<file path="config.mk">
export PLATFORM = sky130hd
export DESIGN_NAME = adctc_device_flat
export DESIGN_NICKNAME = d
export VERILOG_FILES = /design/src/inc/adctc_pkg.sv /design/src/inc/adctc_link_if.sv /design/src/verilog/adctc_device.sv /design/src/flat_wrapper.sv
export SDC_FILE = /design/constraint.sdc
export NUM_CORES = 1
export LEC_CHECK = 0
export CAP_MARGIN = 20
export CORE_UTILIZATION = 51
export DETAILED_ROUTE_END_ITERATION = 10
export DONT_BUFFER_PORTS = 1
export PLACE_DENSITY_LB_ADDON = 0.12
export SYNTH_ARGS = -nofsm -noshare
export SYNTH_HDL_FRONTEND = slang
export SYNTH_SLANG_ARGS = --single-unit
</file>
<file path="constraint.sdc">
create_clock -name pclk -period 3.1 [get_ports pclk]
set_input_delay 0.62 -clock pclk [delete_from_list [all_inputs] [get_ports pclk]]
set_output_delay 0.62 -clock pclk [all_outputs]
set_load 0.01 [all_outputs]
</file>
<file path="src/inc/adctc_pkg.sv">
// Purpose: Shared constants for the converter trigger and bound compare block
// Assumes: One system clock, 8-bit local register port between the two ends
// Notes:   Local port addresses are register indices, not byte addresses
package adctc_pkg;
    localparam int unsigned ADDR_W     = 4;
    localparam int unsigned DATA_W     = 8;
    localparam int unsigned RES_W      = 12;
    localparam int unsigned DUTY_N     = 3;
    localparam int unsigned CONV_TICKS = 16;
    localparam int unsigned SAMP_TICKS = 4;
    localparam int unsigned PRE_W      = 7;
    localparam int unsigned TICK_W     = 5;

    // Device register indices
    localparam logic [3:0] REG_CTRL0   = 4'h0;
    localparam logic [3:0] REG_CTRL1   = 4'h1;
    localparam logic [3:0] REG_CTRL2   = 4'h2;
    localparam logic [3:0] REG_DELAY   = 4'h3;
    localparam logic [3:0] REG_BGAP    = 4'h4;
    localparam logic [3:0] REG_LOW_HI  = 4'h5;
    localparam logic [3:0] REG_LOW_LO  = 4'h6;
    localparam logic [3:0] REG_HIGH_HI = 4'h7;
    localparam logic [3:0] REG_HIGH_LO = 4'h8;
    localparam logic [3:0] REG_RES_HI  = 4'h9;
    localparam logic [3:0] REG_RES_LO  = 4'ha;
    localparam logic [3:0] REG_IFLAG   = 4'hb;
    localparam logic [3:0] REG_IEN     = 4'hc;

    // Control 0 fields
    localparam int unsigned C0_START  = 7;
    localparam int unsigned C0_BUSY   = 6;
    localparam int unsigned C0_ENABLE = 5;
    localparam int unsigned C0_FORMAT = 4;
    // Control 2 fields
    localparam int unsigned C2_TRIG   = 7;
    localparam int unsigned C2_DLYEN  = 6;
    localparam int unsigned C2_PWMSRC = 5;
    localparam int unsigned C2_CMPHI  = 4;
    localparam int unsigned C2_CMPLO  = 3;
    // Interrupt flag bits
    localparam int unsigned IF_CONV = 0;
    localparam int unsigned IF_CMP  = 1;

    localparam logic [7:0] RST_BYTE = 8'h00;
    localparam logic [1:0] CMP_INSIDE = 2'h0;
    localparam logic [1:0] CMP_LOW    = 2'h1;
    localparam logic [1:0] CMP_HIGH   = 2'h2;
    localparam logic [1:0] CMP_EITHER = 2'h3;

    // APB map of the controller
    localparam logic [7:0] APB_ADDR   = 8'h00;
    localparam logic [7:0] APB_DATA   = 8'h04;
    localparam logic [7:0] APB_STATUS = 8'h08;

    localparam int unsigned SYS_MHZ = 200;
endpackage : adctc_pkg

</file>
<file path="src/inc/adctc_link_if.sv">
// Purpose: Local register port and interrupt lines between controller and device
// Assumes: Single clock shared by both ends
// Notes:   reg_req is a one-cycle pulse; reg_ack follows one cycle later
`timescale 1ns/10ps
interface adctc_link_if;
    import adctc_pkg::*;
    logic              reg_req;
    logic              reg_we;
    logic [ADDR_W-1:0] reg_addr;
    logic [DATA_W-1:0] reg_wdata;
    logic [DATA_W-1:0] reg_rdata;
    logic              reg_ack;
    logic              irq_conv;
    logic              irq_cmp;

    modport dev (input reg_req, reg_we, reg_addr, reg_wdata,
                 output reg_rdata, reg_ack, irq_conv, irq_cmp);
    modport ctl (output reg_req, reg_we, reg_addr, reg_wdata,
                 input reg_rdata, reg_ack, irq_conv, irq_cmp);
endinterface : adctc_link_if

</file>
<file path="src/verilog/adctc_device.sv">
// Purpose: Converter start trigger, clock divider, busy/interrupt and bound compare
// Assumes: Analog core returns its 12-bit result on conv_data at end of conversion
// Notes:   Clearing the enable aborts a running conversion; bounds are kept
//
// Implementation choices: the register addresses and the APB slave port.
`timescale 1ns/10ps

// Overview of operation
// - Delay waits programmed count of system clocks
// - Delay starts on rising selected PWM flag
// - Bandgap output low unless enable bit set
// - Disable keeps the four bound bytes
// - Bound bytes aligned by result format bit
// - Start by software pulse or PWM trigger
// - Software pulses start bit high then low
// - PWM period or chosen duty channel triggers
// - Delay enable inserts programmed delay
// - Software zeroes delay unless delay enabled
// - Busy set on start, cleared on completion
// - Completion sets flag, interrupt if enabled
// - Converter clock divides system clock by 2^code
// - Software picks 0.08 to 10 us period
// - Software enables and settles before converting
// - Compare result with bounds, raise interrupt
// - Condition codes: inside, low, high, either
// - Trigger select 0 software, 1 PWM (delayed only if delay enabled)
// - Source 0 period, 1 duty channel 0..2
// - Conversion lasts 16 clocks, 4 sampling
module adctc_device
    import adctc_pkg::*;
(
    // Clock and reset
    input  wire logic                       pclk,
    input  wire logic                       presetn,
    // Register port
    adctc_link_if.dev                       link,
    // PWM match flags
    input  wire logic                       pwm_period_match_flag,
    input  wire logic [adctc_pkg::DUTY_N-1:0] pwm_duty_match_flag,
    // Analog core
    input  wire logic [adctc_pkg::RES_W-1:0] conv_data,
    output logic                            converter_clock_tick,
    output logic                            sampling_phase,
    output logic                            converter_power,
    output logic                            bandgap_reference_output
);
    import adctc_pkg::*;

    typedef enum logic [1:0] {ADCTC_IDLE, ADCTC_DELAY, ADCTC_CONV} adctc_state_e;

    adctc_state_e       state;
    logic               start_bit;
    logic               converter_enable;
    logic               result_format_select;
    logic [2:0]         converter_clock_select;
    logic               trigger_select;
    logic               delay_enable;
    logic               pwm_source_select;
    logic [1:0]         compare_cond;
    logic [1:0]         duty_source;
    logic [7:0]         adc_start_delay;
    logic               bandgap_enable;
    logic [7:0]         low_bound_high_byte;
    logic [7:0]         low_bound_low_byte;
    logic [7:0]         high_bound_high_byte;
    logic [7:0]         high_bound_low_byte;
    logic [RES_W-1:0]   result;
    logic [1:0]         iflag;
    logic [1:0]         ien;
    logic               pwm_prev;
    logic [7:0]         delay_cnt;
    logic [PRE_W-1:0]   pre_cnt;
    logic [TICK_W-1:0]  tick_cnt;
    logic               wr;
    logic               sw_trig;
    logic               pwm_sel;
    logic               pwm_rise;
    logic               go;
    logic               tick;
    logic               done;
    logic               cmp_hit;
    logic [RES_W-1:0]   low_val;
    logic [RES_W-1:0]   high_val;
    logic [7:0]         res_hi;
    logic [7:0]         res_lo;
    logic [1:0]         next_iflag;

    assign wr = link.reg_req & link.reg_we;

    // Control registers; bounds only change on their own writes
    always_ff @(posedge pclk or negedge presetn) begin
        if (!presetn) begin
            start_bit              <= 1'b0;
            converter_enable       <= 1'b0;
            result_format_select   <= 1'b0;
            converter_clock_select <= 3'h0;
            trigger_select         <= 1'b0;
            delay_enable           <= 1'b0;
            pwm_source_select      <= 1'b0;
            compare_cond           <= 2'h0;
            duty_source            <= 2'h0;
            adc_start_delay        <= RST_BYTE;
            bandgap_enable         <= 1'b0;
            low_bound_high_byte    <= RST_BYTE;
            low_bound_low_byte     <= RST_BYTE;
            high_bound_high_byte   <= RST_BYTE;
            high_bound_low_byte    <= RST_BYTE;
            ien                    <= 2'h0;
        end else if (wr) begin
            unique case (link.reg_addr)
                REG_CTRL0: begin
                    start_bit            <= link.reg_wdata[C0_START];
                    converter_enable     <= link.reg_wdata[C0_ENABLE];
                    result_format_select <= link.reg_wdata[C0_FORMAT];
                end
                REG_CTRL1: converter_clock_select <= link.reg_wdata[2:0];
                REG_CTRL2: begin
                    trigger_select    <= link.reg_wdata[C2_TRIG];
                    delay_enable      <= link.reg_wdata[C2_DLYEN];
                    pwm_source_select <= link.reg_wdata[C2_PWMSRC];
                    compare_cond      <= link.reg_wdata[C2_CMPHI:C2_CMPLO];
                    duty_source       <= link.reg_wdata[1:0];
                end
                REG_DELAY:   adc_start_delay      <= link.reg_wdata;
                REG_BGAP:    bandgap_enable       <= link.reg_wdata[0];
                REG_LOW_HI:  low_bound_high_byte  <= link.reg_wdata;
                REG_LOW_LO:  low_bound_low_byte   <= link.reg_wdata;
                REG_HIGH_HI: high_bound_high_byte <= link.reg_wdata;
                REG_HIGH_LO: high_bound_low_byte  <= link.reg_wdata;
                REG_IEN:     ien                  <= link.reg_wdata[1:0];
                default: ;
            endcase
        end
    end

    // Falling edge of the start bit completes the pulse
    assign sw_trig = wr && link.reg_addr == REG_CTRL0 && start_bit
                     && !link.reg_wdata[C0_START] && !trigger_select;

    always_comb begin
        if (!pwm_source_select) begin
            pwm_sel = pwm_period_match_flag;
        end else if (duty_source[1]) begin
            pwm_sel = pwm_duty_match_flag[2];
        end else begin
            pwm_sel = pwm_duty_match_flag[duty_source[0]];
        end
    end

    assign pwm_rise = pwm_sel & ~pwm_prev & trigger_select;
    assign go = converter_enable && state == ADCTC_IDLE;

    always_ff @(posedge pclk or negedge presetn) begin
        if (!presetn) begin
            pwm_prev <= 1'b0;
        end else begin
            pwm_prev <= pwm_sel;
        end
    end

    // Divider: tick every 2^code system clocks
    assign tick = pre_cnt == PRE_W'((1 << converter_clock_select) - 1);
    assign done = state == ADCTC_CONV && tick
                  && tick_cnt == TICK_W'(CONV_TICKS - 1);

    always_ff @(posedge pclk or negedge presetn) begin
        if (!presetn) begin
            state     <= ADCTC_IDLE;
            delay_cnt <= 8'h00;
            pre_cnt   <= '0;
            tick_cnt  <= '0;
        end else if (!converter_enable) begin
            state <= ADCTC_IDLE;
        end else begin
            unique case (state)
                ADCTC_IDLE: begin
                    pre_cnt  <= '0;
                    tick_cnt <= '0;
                    if (go && (sw_trig || (pwm_rise && !delay_enable))) begin
                        state <= ADCTC_CONV;
                    end else if (go && pwm_rise) begin
                        if (adc_start_delay <= 8'h01) begin
                            state <= ADCTC_CONV;
                        end else begin
                            delay_cnt <= adc_start_delay - 8'h01;
                            state     <= ADCTC_DELAY;
                        end
                    end
                end
                ADCTC_DELAY: begin
                    delay_cnt <= delay_cnt - 8'h01;
                    if (delay_cnt == 8'h01) begin
                        state <= ADCTC_CONV;
                    end
                end
                ADCTC_CONV: begin
                    pre_cnt <= tick ? '0 : pre_cnt + PRE_W'(1);
                    if (tick) begin
                        tick_cnt <= tick_cnt + TICK_W'(1);
                    end
                    if (done) begin
                        state <= ADCTC_IDLE;
                    end
                end
            endcase
        end
    end

    // Bounds decoded by format
    assign low_val  = result_format_select ?
                      {low_bound_high_byte[3:0], low_bound_low_byte} :
                      {low_bound_high_byte, low_bound_low_byte[7:4]};
    assign high_val = result_format_select ?
                      {high_bound_high_byte[3:0], high_bound_low_byte} :
                      {high_bound_high_byte, high_bound_low_byte[7:4]};

    always_comb begin
        unique case (compare_cond)
            CMP_INSIDE: cmp_hit = conv_data > low_val && conv_data < high_val;
            CMP_LOW:    cmp_hit = conv_data <= low_val;
            CMP_HIGH:   cmp_hit = conv_data >= high_val;
            CMP_EITHER: cmp_hit = conv_data <= low_val || conv_data >= high_val;
        endcase
    end

    assign res_hi = result_format_select ? {4'h0, result[11:8]} : result[11:4];
    assign res_lo = result_format_select ? result[7:0] : {result[3:0], 4'h0};

    // Set wins over write-one-clear
    always_comb begin
        next_iflag = iflag;
        if (wr && link.reg_addr == REG_IFLAG) begin
            next_iflag = iflag & ~link.reg_wdata[1:0];
        end
        next_iflag[IF_CONV] = next_iflag[IF_CONV] | done;
        next_iflag[IF_CMP]  = next_iflag[IF_CMP] | (done & cmp_hit);
    end

    always_ff @(posedge pclk or negedge presetn) begin
        if (!presetn) begin
            result                   <= '0;
            iflag                    <= 2'h0;
            link.irq_conv            <= 1'b0;
            link.irq_cmp             <= 1'b0;
            converter_clock_tick     <= 1'b0;
            sampling_phase           <= 1'b0;
            converter_power          <= 1'b0;
            bandgap_reference_output <= 1'b0;
        end else begin
            if (done) begin
                result <= conv_data;
            end
            iflag                    <= next_iflag;
            link.irq_conv            <= next_iflag[IF_CONV] & ien[IF_CONV];
            link.irq_cmp             <= next_iflag[IF_CMP] & ien[IF_CMP];
            converter_clock_tick     <= state == ADCTC_CONV && tick;
            sampling_phase           <= state == ADCTC_CONV
                                        && tick_cnt < TICK_W'(SAMP_TICKS);
            converter_power          <= converter_enable;
            bandgap_reference_output <= bandgap_enable;
        end
    end

    // Read port, answer one cycle after the request
    always_ff @(posedge pclk or negedge presetn) begin
        if (!presetn) begin
            link.reg_ack <= 1'b0;
        end else begin
            link.reg_ack <= link.reg_req;
        end
    end

    // Read data captured on a request, held until the next one
    always_ff @(posedge pclk or negedge presetn) begin
        if (!presetn) begin
            link.reg_rdata <= RST_BYTE;
        end else if (link.reg_req) begin
            unique case (link.reg_addr)
                REG_CTRL0:   link.reg_rdata <= {start_bit, state != ADCTC_IDLE,
                                                converter_enable, result_format_select, 4'h0};
                REG_CTRL1:   link.reg_rdata <= {5'h00, converter_clock_select};
                REG_CTRL2:   link.reg_rdata <= {trigger_select, delay_enable, pwm_source_select,
                                                compare_cond, 1'b0, duty_source};
                REG_DELAY:   link.reg_rdata <= adc_start_delay;
                REG_BGAP:    link.reg_rdata <= {7'h00, bandgap_enable};
                REG_LOW_HI:  link.reg_rdata <= low_bound_high_byte;
                REG_LOW_LO:  link.reg_rdata <= low_bound_low_byte;
                REG_HIGH_HI: link.reg_rdata <= high_bound_high_byte;
                REG_HIGH_LO: link.reg_rdata <= high_bound_low_byte;
                REG_RES_HI:  link.reg_rdata <= res_hi;
                REG_RES_LO:  link.reg_rdata <= res_lo;
                REG_IFLAG:   link.reg_rdata <= {6'h00, iflag};
                REG_IEN:     link.reg_rdata <= {6'h00, ien};
                default:     link.reg_rdata <= RST_BYTE;
            endcase
        end
    end
endmodule : adctc_device
</file>
<file path="src/flat_wrapper.sv">
// flat-port wrapper written by rule: the top's interface ports become plain ports
module adctc_device_flat import adctc_pkg::*;
  (pclk, presetn, pwm_period_match_flag, pwm_duty_match_flag, conv_data, converter_clock_tick, sampling_phase, converter_power, bandgap_reference_output, link_reg_req, link_reg_we, link_reg_addr, link_reg_wdata, link_reg_rdata, link_reg_ack, link_irq_conv, link_irq_cmp);
  adctc_link_if link_i ();
  input  wire logic pclk;
  input  wire logic presetn;
  input  wire logic pwm_period_match_flag;
  input  wire logic [adctc_pkg::DUTY_N-1:0] pwm_duty_match_flag;
  input  wire logic [adctc_pkg::RES_W-1:0] conv_data;
  output logic converter_clock_tick;
  output logic sampling_phase;
  output logic converter_power;
  output logic bandgap_reference_output;
  input wire logic [$bits(link_i.reg_req)-1:0] link_reg_req;
  input wire logic [$bits(link_i.reg_we)-1:0] link_reg_we;
  input wire logic [$bits(link_i.reg_addr)-1:0] link_reg_addr;
  input wire logic [$bits(link_i.reg_wdata)-1:0] link_reg_wdata;
  output wire logic [$bits(link_i.reg_rdata)-1:0] link_reg_rdata;
  output wire logic [$bits(link_i.reg_ack)-1:0] link_reg_ack;
  output wire logic [$bits(link_i.irq_conv)-1:0] link_irq_conv;
  output wire logic [$bits(link_i.irq_cmp)-1:0] link_irq_cmp;
  assign link_i.reg_req = link_reg_req;
  assign link_i.reg_we = link_reg_we;
  assign link_i.reg_addr = link_reg_addr;
  assign link_i.reg_wdata = link_reg_wdata;
  assign link_reg_rdata = link_i.reg_rdata;
  assign link_reg_ack = link_i.reg_ack;
  assign link_irq_conv = link_i.irq_conv;
  assign link_irq_cmp = link_i.irq_cmp;
  adctc_device u_core (.pclk(pclk), .presetn(presetn), .link(link_i), .pwm_period_match_flag(pwm_period_match_flag), .pwm_duty_match_flag(pwm_duty_match_flag), .conv_data(conv_data), .converter_clock_tick(converter_clock_tick), .sampling_phase(sampling_phase), .converter_power(converter_power), .bandgap_reference_output(bandgap_reference_output));
endmodule
</file>
=== Word-level counts from Yosys, hierarchy flattened ===
Cells that the tools add are included.

* Flip-flop bits (word level): 108
* Bits of input ports: 32
* Output and inout bits: 15
* Word-level logic and storage cells: 146

* $add $sub $neg: 5
* $lt $le $gt $ge: 7
* Equal/unequal tests: 27
* Shift-type cells: 1
* Muxes and demuxes: 26
* Bitwise gates (word level): 11
* Reduce and logical (&&, ||, !) cells: 38

{| class="wikitable"
|+ Operator list
! cell !! count
|-
| case mux 8 bit (13 select lines) || 1
|-
| 2-to-1 mux 8 bit || 5
|-
| 2-to-1 mux 12 bit || 2
|-
| AND reduction 2 bit || 11
|-
| == test 4 bit, second input constant || 5
|-
| == test 4 x 3 -> 1 bit, second input constant || 4
|-
| case mux 8 bit (2 select lines) || 1
|-
| subtractor 8 x 1 -> 8 bit, second input constant || 2
|-
| 2-to-1 mux 2 bit || 7
|-
| case mux 7 bit (2 select lines) || 1
|-
| logical AND 1 bit || 13
|-
| >= comparator 12 bit || 1
|-
| greater-than comparator 12 bit || 1
|-
| <= comparator 12 bit || 1
|-
| < comparator 12 bit || 1
|-
| case mux 5 bit (2 select lines) || 1
|-
| == test 4 x 2 -> 1 bit, second input constant || 2
|-
| == test 8 x 1 -> 1 bit, second input constant || 1
|-
| <= comparator 8 x 1 -> 1 bit, second input constant || 1
|-
| adder 7 x 1 -> 7 bit, second input constant || 1
|-
| == test 7 bit || 1
|-
| 2-to-1 mux 7 bit || 1
|-
| left shift 1 x 3 -> 7 bit, first input constant || 1
|-
| subtractor 7 x 2 -> 7 bit, second input constant || 1
|-
| other kinds (27) || 49
|}

=== Logic depth before layout (Yosys ltp) ===
* Depth after elaboration: 12
* Mapped depth: 11
* Gate-level depth less buffers: 8

=== Worst setup path before layout ===
No wires, ideal clock.

* Kind: register to register
* From: register u_core.result_format_select
* To: register u_core.link.irq_cmp
* Library setup time: 0.125 ns
* Arrival: 3.134 ns
* Data required time: 2.975 ns
* Setup slack: -0.159 ns
* Cell stages (with the launch flop): 12
* Path buffers: 3
* Clock period less this slack: 3.259 ns
* Cells stage by stage: dfrtp_1 > clkbuf_1 > buf_1 > buf_1 > mux2i_1 > ha_1 > and4b_1 > a211oi_1 > o22ai_1 > nor4_1 > nor4_1 > a2111oi_0

* Longest elaborated chain between the ends: 7
* Elaborated cells on any way between the ends: 12
* Classes of those cells: order compare (4); mux (3); bitwise (3); reduce/logical (2)

{| class="wikitable"
|+ Ends and longest elaborated chain
! element !! line !! text
|-
| from (decl) || adctc_device.sv:54 || <nowiki>logic result_format_select;</nowiki>
|-
| from (signal assigned) || adctc_device.sv:114 || <nowiki>result_format_select <= link.reg_wdata[C0_FORMAT];</nowiki>
|-
| 2-to-1 mux 12 bit, on equally long branches || adctc_device.sv:210, adctc_device.sv:213 ||
|-
| <= comparator 12 bit, or another cell as far along || adctc_device.sv:220, adctc_device.sv:222 ||
|-
| logical OR 1 bit / logical AND 1 bit (equally long branches) || adctc_device.sv:222, adctc_device.sv:219 ||
|-
| case mux 1 bit (4 select lines) * || adctc_device.sv:218 || <nowiki>unique case (compare_cond)</nowiki>
|-
| bitwise AND 1 bit * || adctc_device.sv:236 || <nowiki>next_iflag[IF_CMP] = next_iflag[IF_CMP] | (done & cmp_hit);</nowiki>
|-
| OR 1 bit * || adctc_device.sv:236 ||
|-
| bitwise AND 1 bit * || adctc_device.sv:255 || <nowiki>link.irq_cmp <= next_iflag[IF_CMP] & ien[IF_CMP];</nowiki>
|-
| to (signal assigned) || adctc_device.sv:255 ||
|-
| to (decl) || adctc_link_if.sv:17 || <nowiki>output reg_rdata, reg_ack, irq_conv, irq_cmp);</nowiki>
|}

Mark *: on every way between the ends. The rest lies on a longest branch, timed or not.
A chain may end at the register's enable or synchronous reset.

=== Worst setup path in the final report ===
Ends and elaborated chain as after synthesis.

==> summary.txt <==
Finish
  – Register area: 2703 µm²
  – Layout area overhead: 7.044%
  – Final core occ: 57.14%
  – Number of inserted diodes: 0
  – Area of the multi-input gates: 3605 µm²
  – Final nets: 683
  – Ratio of cells with drive above 1 in the final layout: 17.04%
  – Design area: 6978 µm²
  – Fill count: 1,072

Clock network
  – H-tree depth: 3
  – Num CTS Buffers: 9
  – CTS tree: built
  – Post-CTS setup buffers: 0
  – Clock Tree Buf Depth: 2
  – Root Driver: clkbuf_16
  – Skew-Pair Late Insertion Delay: 370 ps
  – Total clock sinks: 108
  – Resized Gates After CTS: 0
  – Clock transition at path regs: 80 ps

Timing
  – Post-route setup slack: 433.2 ps
  – Fin. max-slew vios: 0
  – Hold slack final: -54.51 ps
  – Final TNS setup: 0 ps
  – Max-slew headroom: 33.93%
  – Tightest Pin Transition: 980.7 ps
  – Layout Skew: 12.30 ps
  – Peak Freq: 375.0 MHz
  – Shortest period the worst path allows: 2667 ps
  – Final worst path period share: 86.03%
  – Final setup fails: 0
  – Final hold vios: 108
  – Unrepaired setup endpoints after global routing: no

Synth
  – Post-synth top flop: dfrtp_1
  – Top post-synthesis cells by area: dfrtp_1, mux2_2, ha_1
  – Syn nets: 691
  – Cell area after synthesis: 6519 µm²
  – Share of the synthesized area in the top cell type: 41.46%
  – Cells after Synth: 625
  – Sequential share of the synthesized area: 41.46%
  – Post-synth EDFFs: 0
  – Synth area leader: dfrtp_1
  – #FFs+latches synth: 108
  – Post-Syn Area per Cell: 10.43 µm²
  – Synth async-reset ratio: 100.0%
  – Yosys cell types: 68
  – Most frequent cell after synthesis: dfrtp_1
  – Total of warnings raised by yosys: 0
  – Commonest cells in the netlist: dfrtp_1, mux2_2, nand2_1

Drt
  – Vias: 5,035
  – Antenna-violating nets left: 0
  – Initial DRC Count: 429
  – WL final: 17.35 mm
  – TritonRoute pass-1 iters: 5
  – WL per Instance: 21.96 µm
  – Vias per Instance: 6.373
  – Drt drc: 0

Placement
  – Input/output buffers: 0
  – Placer Congestion: 0.9025
  – Place WS: 441.9 ps
  – DP Area: 6684 µm²
  – Final HPWL from detailed placement: 12.85 mm

Global routing
  – Number of global-route vias before repair: 5,073
  – Largest net degree at the start of global routing: 109
  – Global-route wire length before repair: 27.82 mm
  – Remaining global-route overflow: 0
  – Tot GR Track Use: 28.27%
  – Initial antenna violation count: 0

Setup path
  – Worst Path Buf+Inv: 1
  – Worst Setup End Kind: flip-flop
  – Crit path from: u_core.result_format_select
  – Top Family by Delay on Critical Path: compound AO/OA/AOI/OAI gates
  – Max stage delay on crit path: 380 ps
  – Worst Path Required: 3340 ps
  – Critical path peak fanout: 37
  – Worst EP arrival: 2900 ps
  – Crit-path cells: buf_12, mux2i_1, ha_1, and4b_1, a211oi_1, o22ai_1, nor4_1, nor4_1, a2111oi_0
  – Kind of critical path: flip-flop to flip-flop
  – Slowest cell on the critical path: nor4_1
  – Kind of start point of the critical path: flip-flop
  – Top cell by count, worst path: nor4_1
  – R2r startpoint: u_core.result_format_select

Die
  – Cell Rows: 40
  – Initial core utilization: 53.38%
  – Die Wd: 115.1 µm
  – I/O pin count: 47
  – Total core area: 12,210 µm²
  – Chip Height: 115.1 µm
  – Die Area: 13,240 µm²

Worst hold path
  – Min-delay worst type: primary input to asynchronous set/reset pin

Status
  – Status: finished, violations left
  – Failing checks: negative hold slack

Power
  – Lkg Pwr: 2.949 nW
  – VDD IR max: 0.0003545 V
  – Pwr Density: 577.1 nW/µm²

Flow run
  – Number of max-cap violations: 0
## power breakdown
group	total, mW	switching [mW]	leakage (nW)	internal (mW)
clock network	1.15	0.571	0.146	0.583
logic	0.993	0.510	1.42	0.484
registers	1.88	0.272	1.38	1.61
## worst paths after layout
path | end | slack, ps | depth (start not counted)
max in group asynchronous | u_core.result[2] | 3010 | 0
worst max-delay path | u_core.link.irq_cmp | 430 | 9
worst min register to register | u_core.bandgap_reference_output | 450 | 0
worst max register to register | u_core.link.irq_cmp | 430 | 9
worst min-delay path | u_core.tick_cnt[1] | -50 | 0
min in group pclk | u_core.link.reg_ack | 280 | 0
## routing by layer
metal | global-route usage (%) | share of wire [%]
met5 | 0 | 0
met3 | 6.589 | 5.9
met4 | 15.93 | 4.5
met1 | 33.44 | 41
met2 | 47.47 | 49
## flip-flops by register name, indices dropped and copies added (netlist names), 2 cells and up
signal,cells
u_core.adc_start_delay,8
u_core.high_bound_high_byte,8
u_core.duty_source,2
u_core.low_bound_high_byte,8
u_core.pre_cnt,7
u_core.state,2
u_core.tick_cnt,5
u_core.low_bound_low_byte,8
u_core.link.reg_rdata,8
u_core.compare_cond,2
u_core.high_bound_low_byte,8
u_core.ien,2
u_core.converter_clock_select,3
u_core.result,12
u_core.iflag,2
u_core.delay_cnt,8
## cell type report
cell class	instances	area share [%]
timing repair buffer	6	0.8248
inverter	29	1.560
multi-input combinational	463	51.66
sequential	108	38.73
clock buffer	10	3.425
tap	168	3.012
clock inverter	6	0.7890
## cells by family (layout without fill, tap and decap cells)
group,after synthesis,in the layout,share of synthesized area (%)
AND/OR/NAND/NOR,175,175,14.41
AO/OA/AOI/OAI,128,128,13.82
multiplexers,115,115,19.06
flip-flops,108,108,41.46
buffers and inverters,54,51,3.244
adder cells (fa/ha/maj),34,34,6.526
XOR/XNOR,11,11,1.478
## worst reg2reg max path, delay by kind of cell, from the launching register on
kind | cells | cell delay, ps
AO/OA/AOI/OAI | 3 | 710
buffers and inverters | 1 | 250
adder cells (fa/ha/maj) | 1 | 280
flip-flops | 1 | 370
multiplexers | 1 | 260
AND/OR/NAND/NOR | 3 | 670
## cell usage in the layout, fill, tap and decap left out, types with 9 or more instances in the layout
cell	instances
nor3_1	17
nand2_1	47
mux2i_1	42
a211oi_1	9
nand3_1	14
ha_1	34
o22ai_1	20
a21oi_1	19
inv_1	29
dfrtp_1	108
mux2_2	72
nor2_1	30
o21ai_0	24
clkbuf_16	9
nor4_1	9
## metrics by stage
stage	instances	power, mW	hold WS, ps
after floorplan	625	2.608	324.4
after global placement	774	2.848	327.6
after detailed placement	774	2.893	327.2
after CTS	790	4.051	-65.99
after global routing	790	4.247	-67.20
final	790	4.027	-54.51
(Power assumes the default switching activity.)
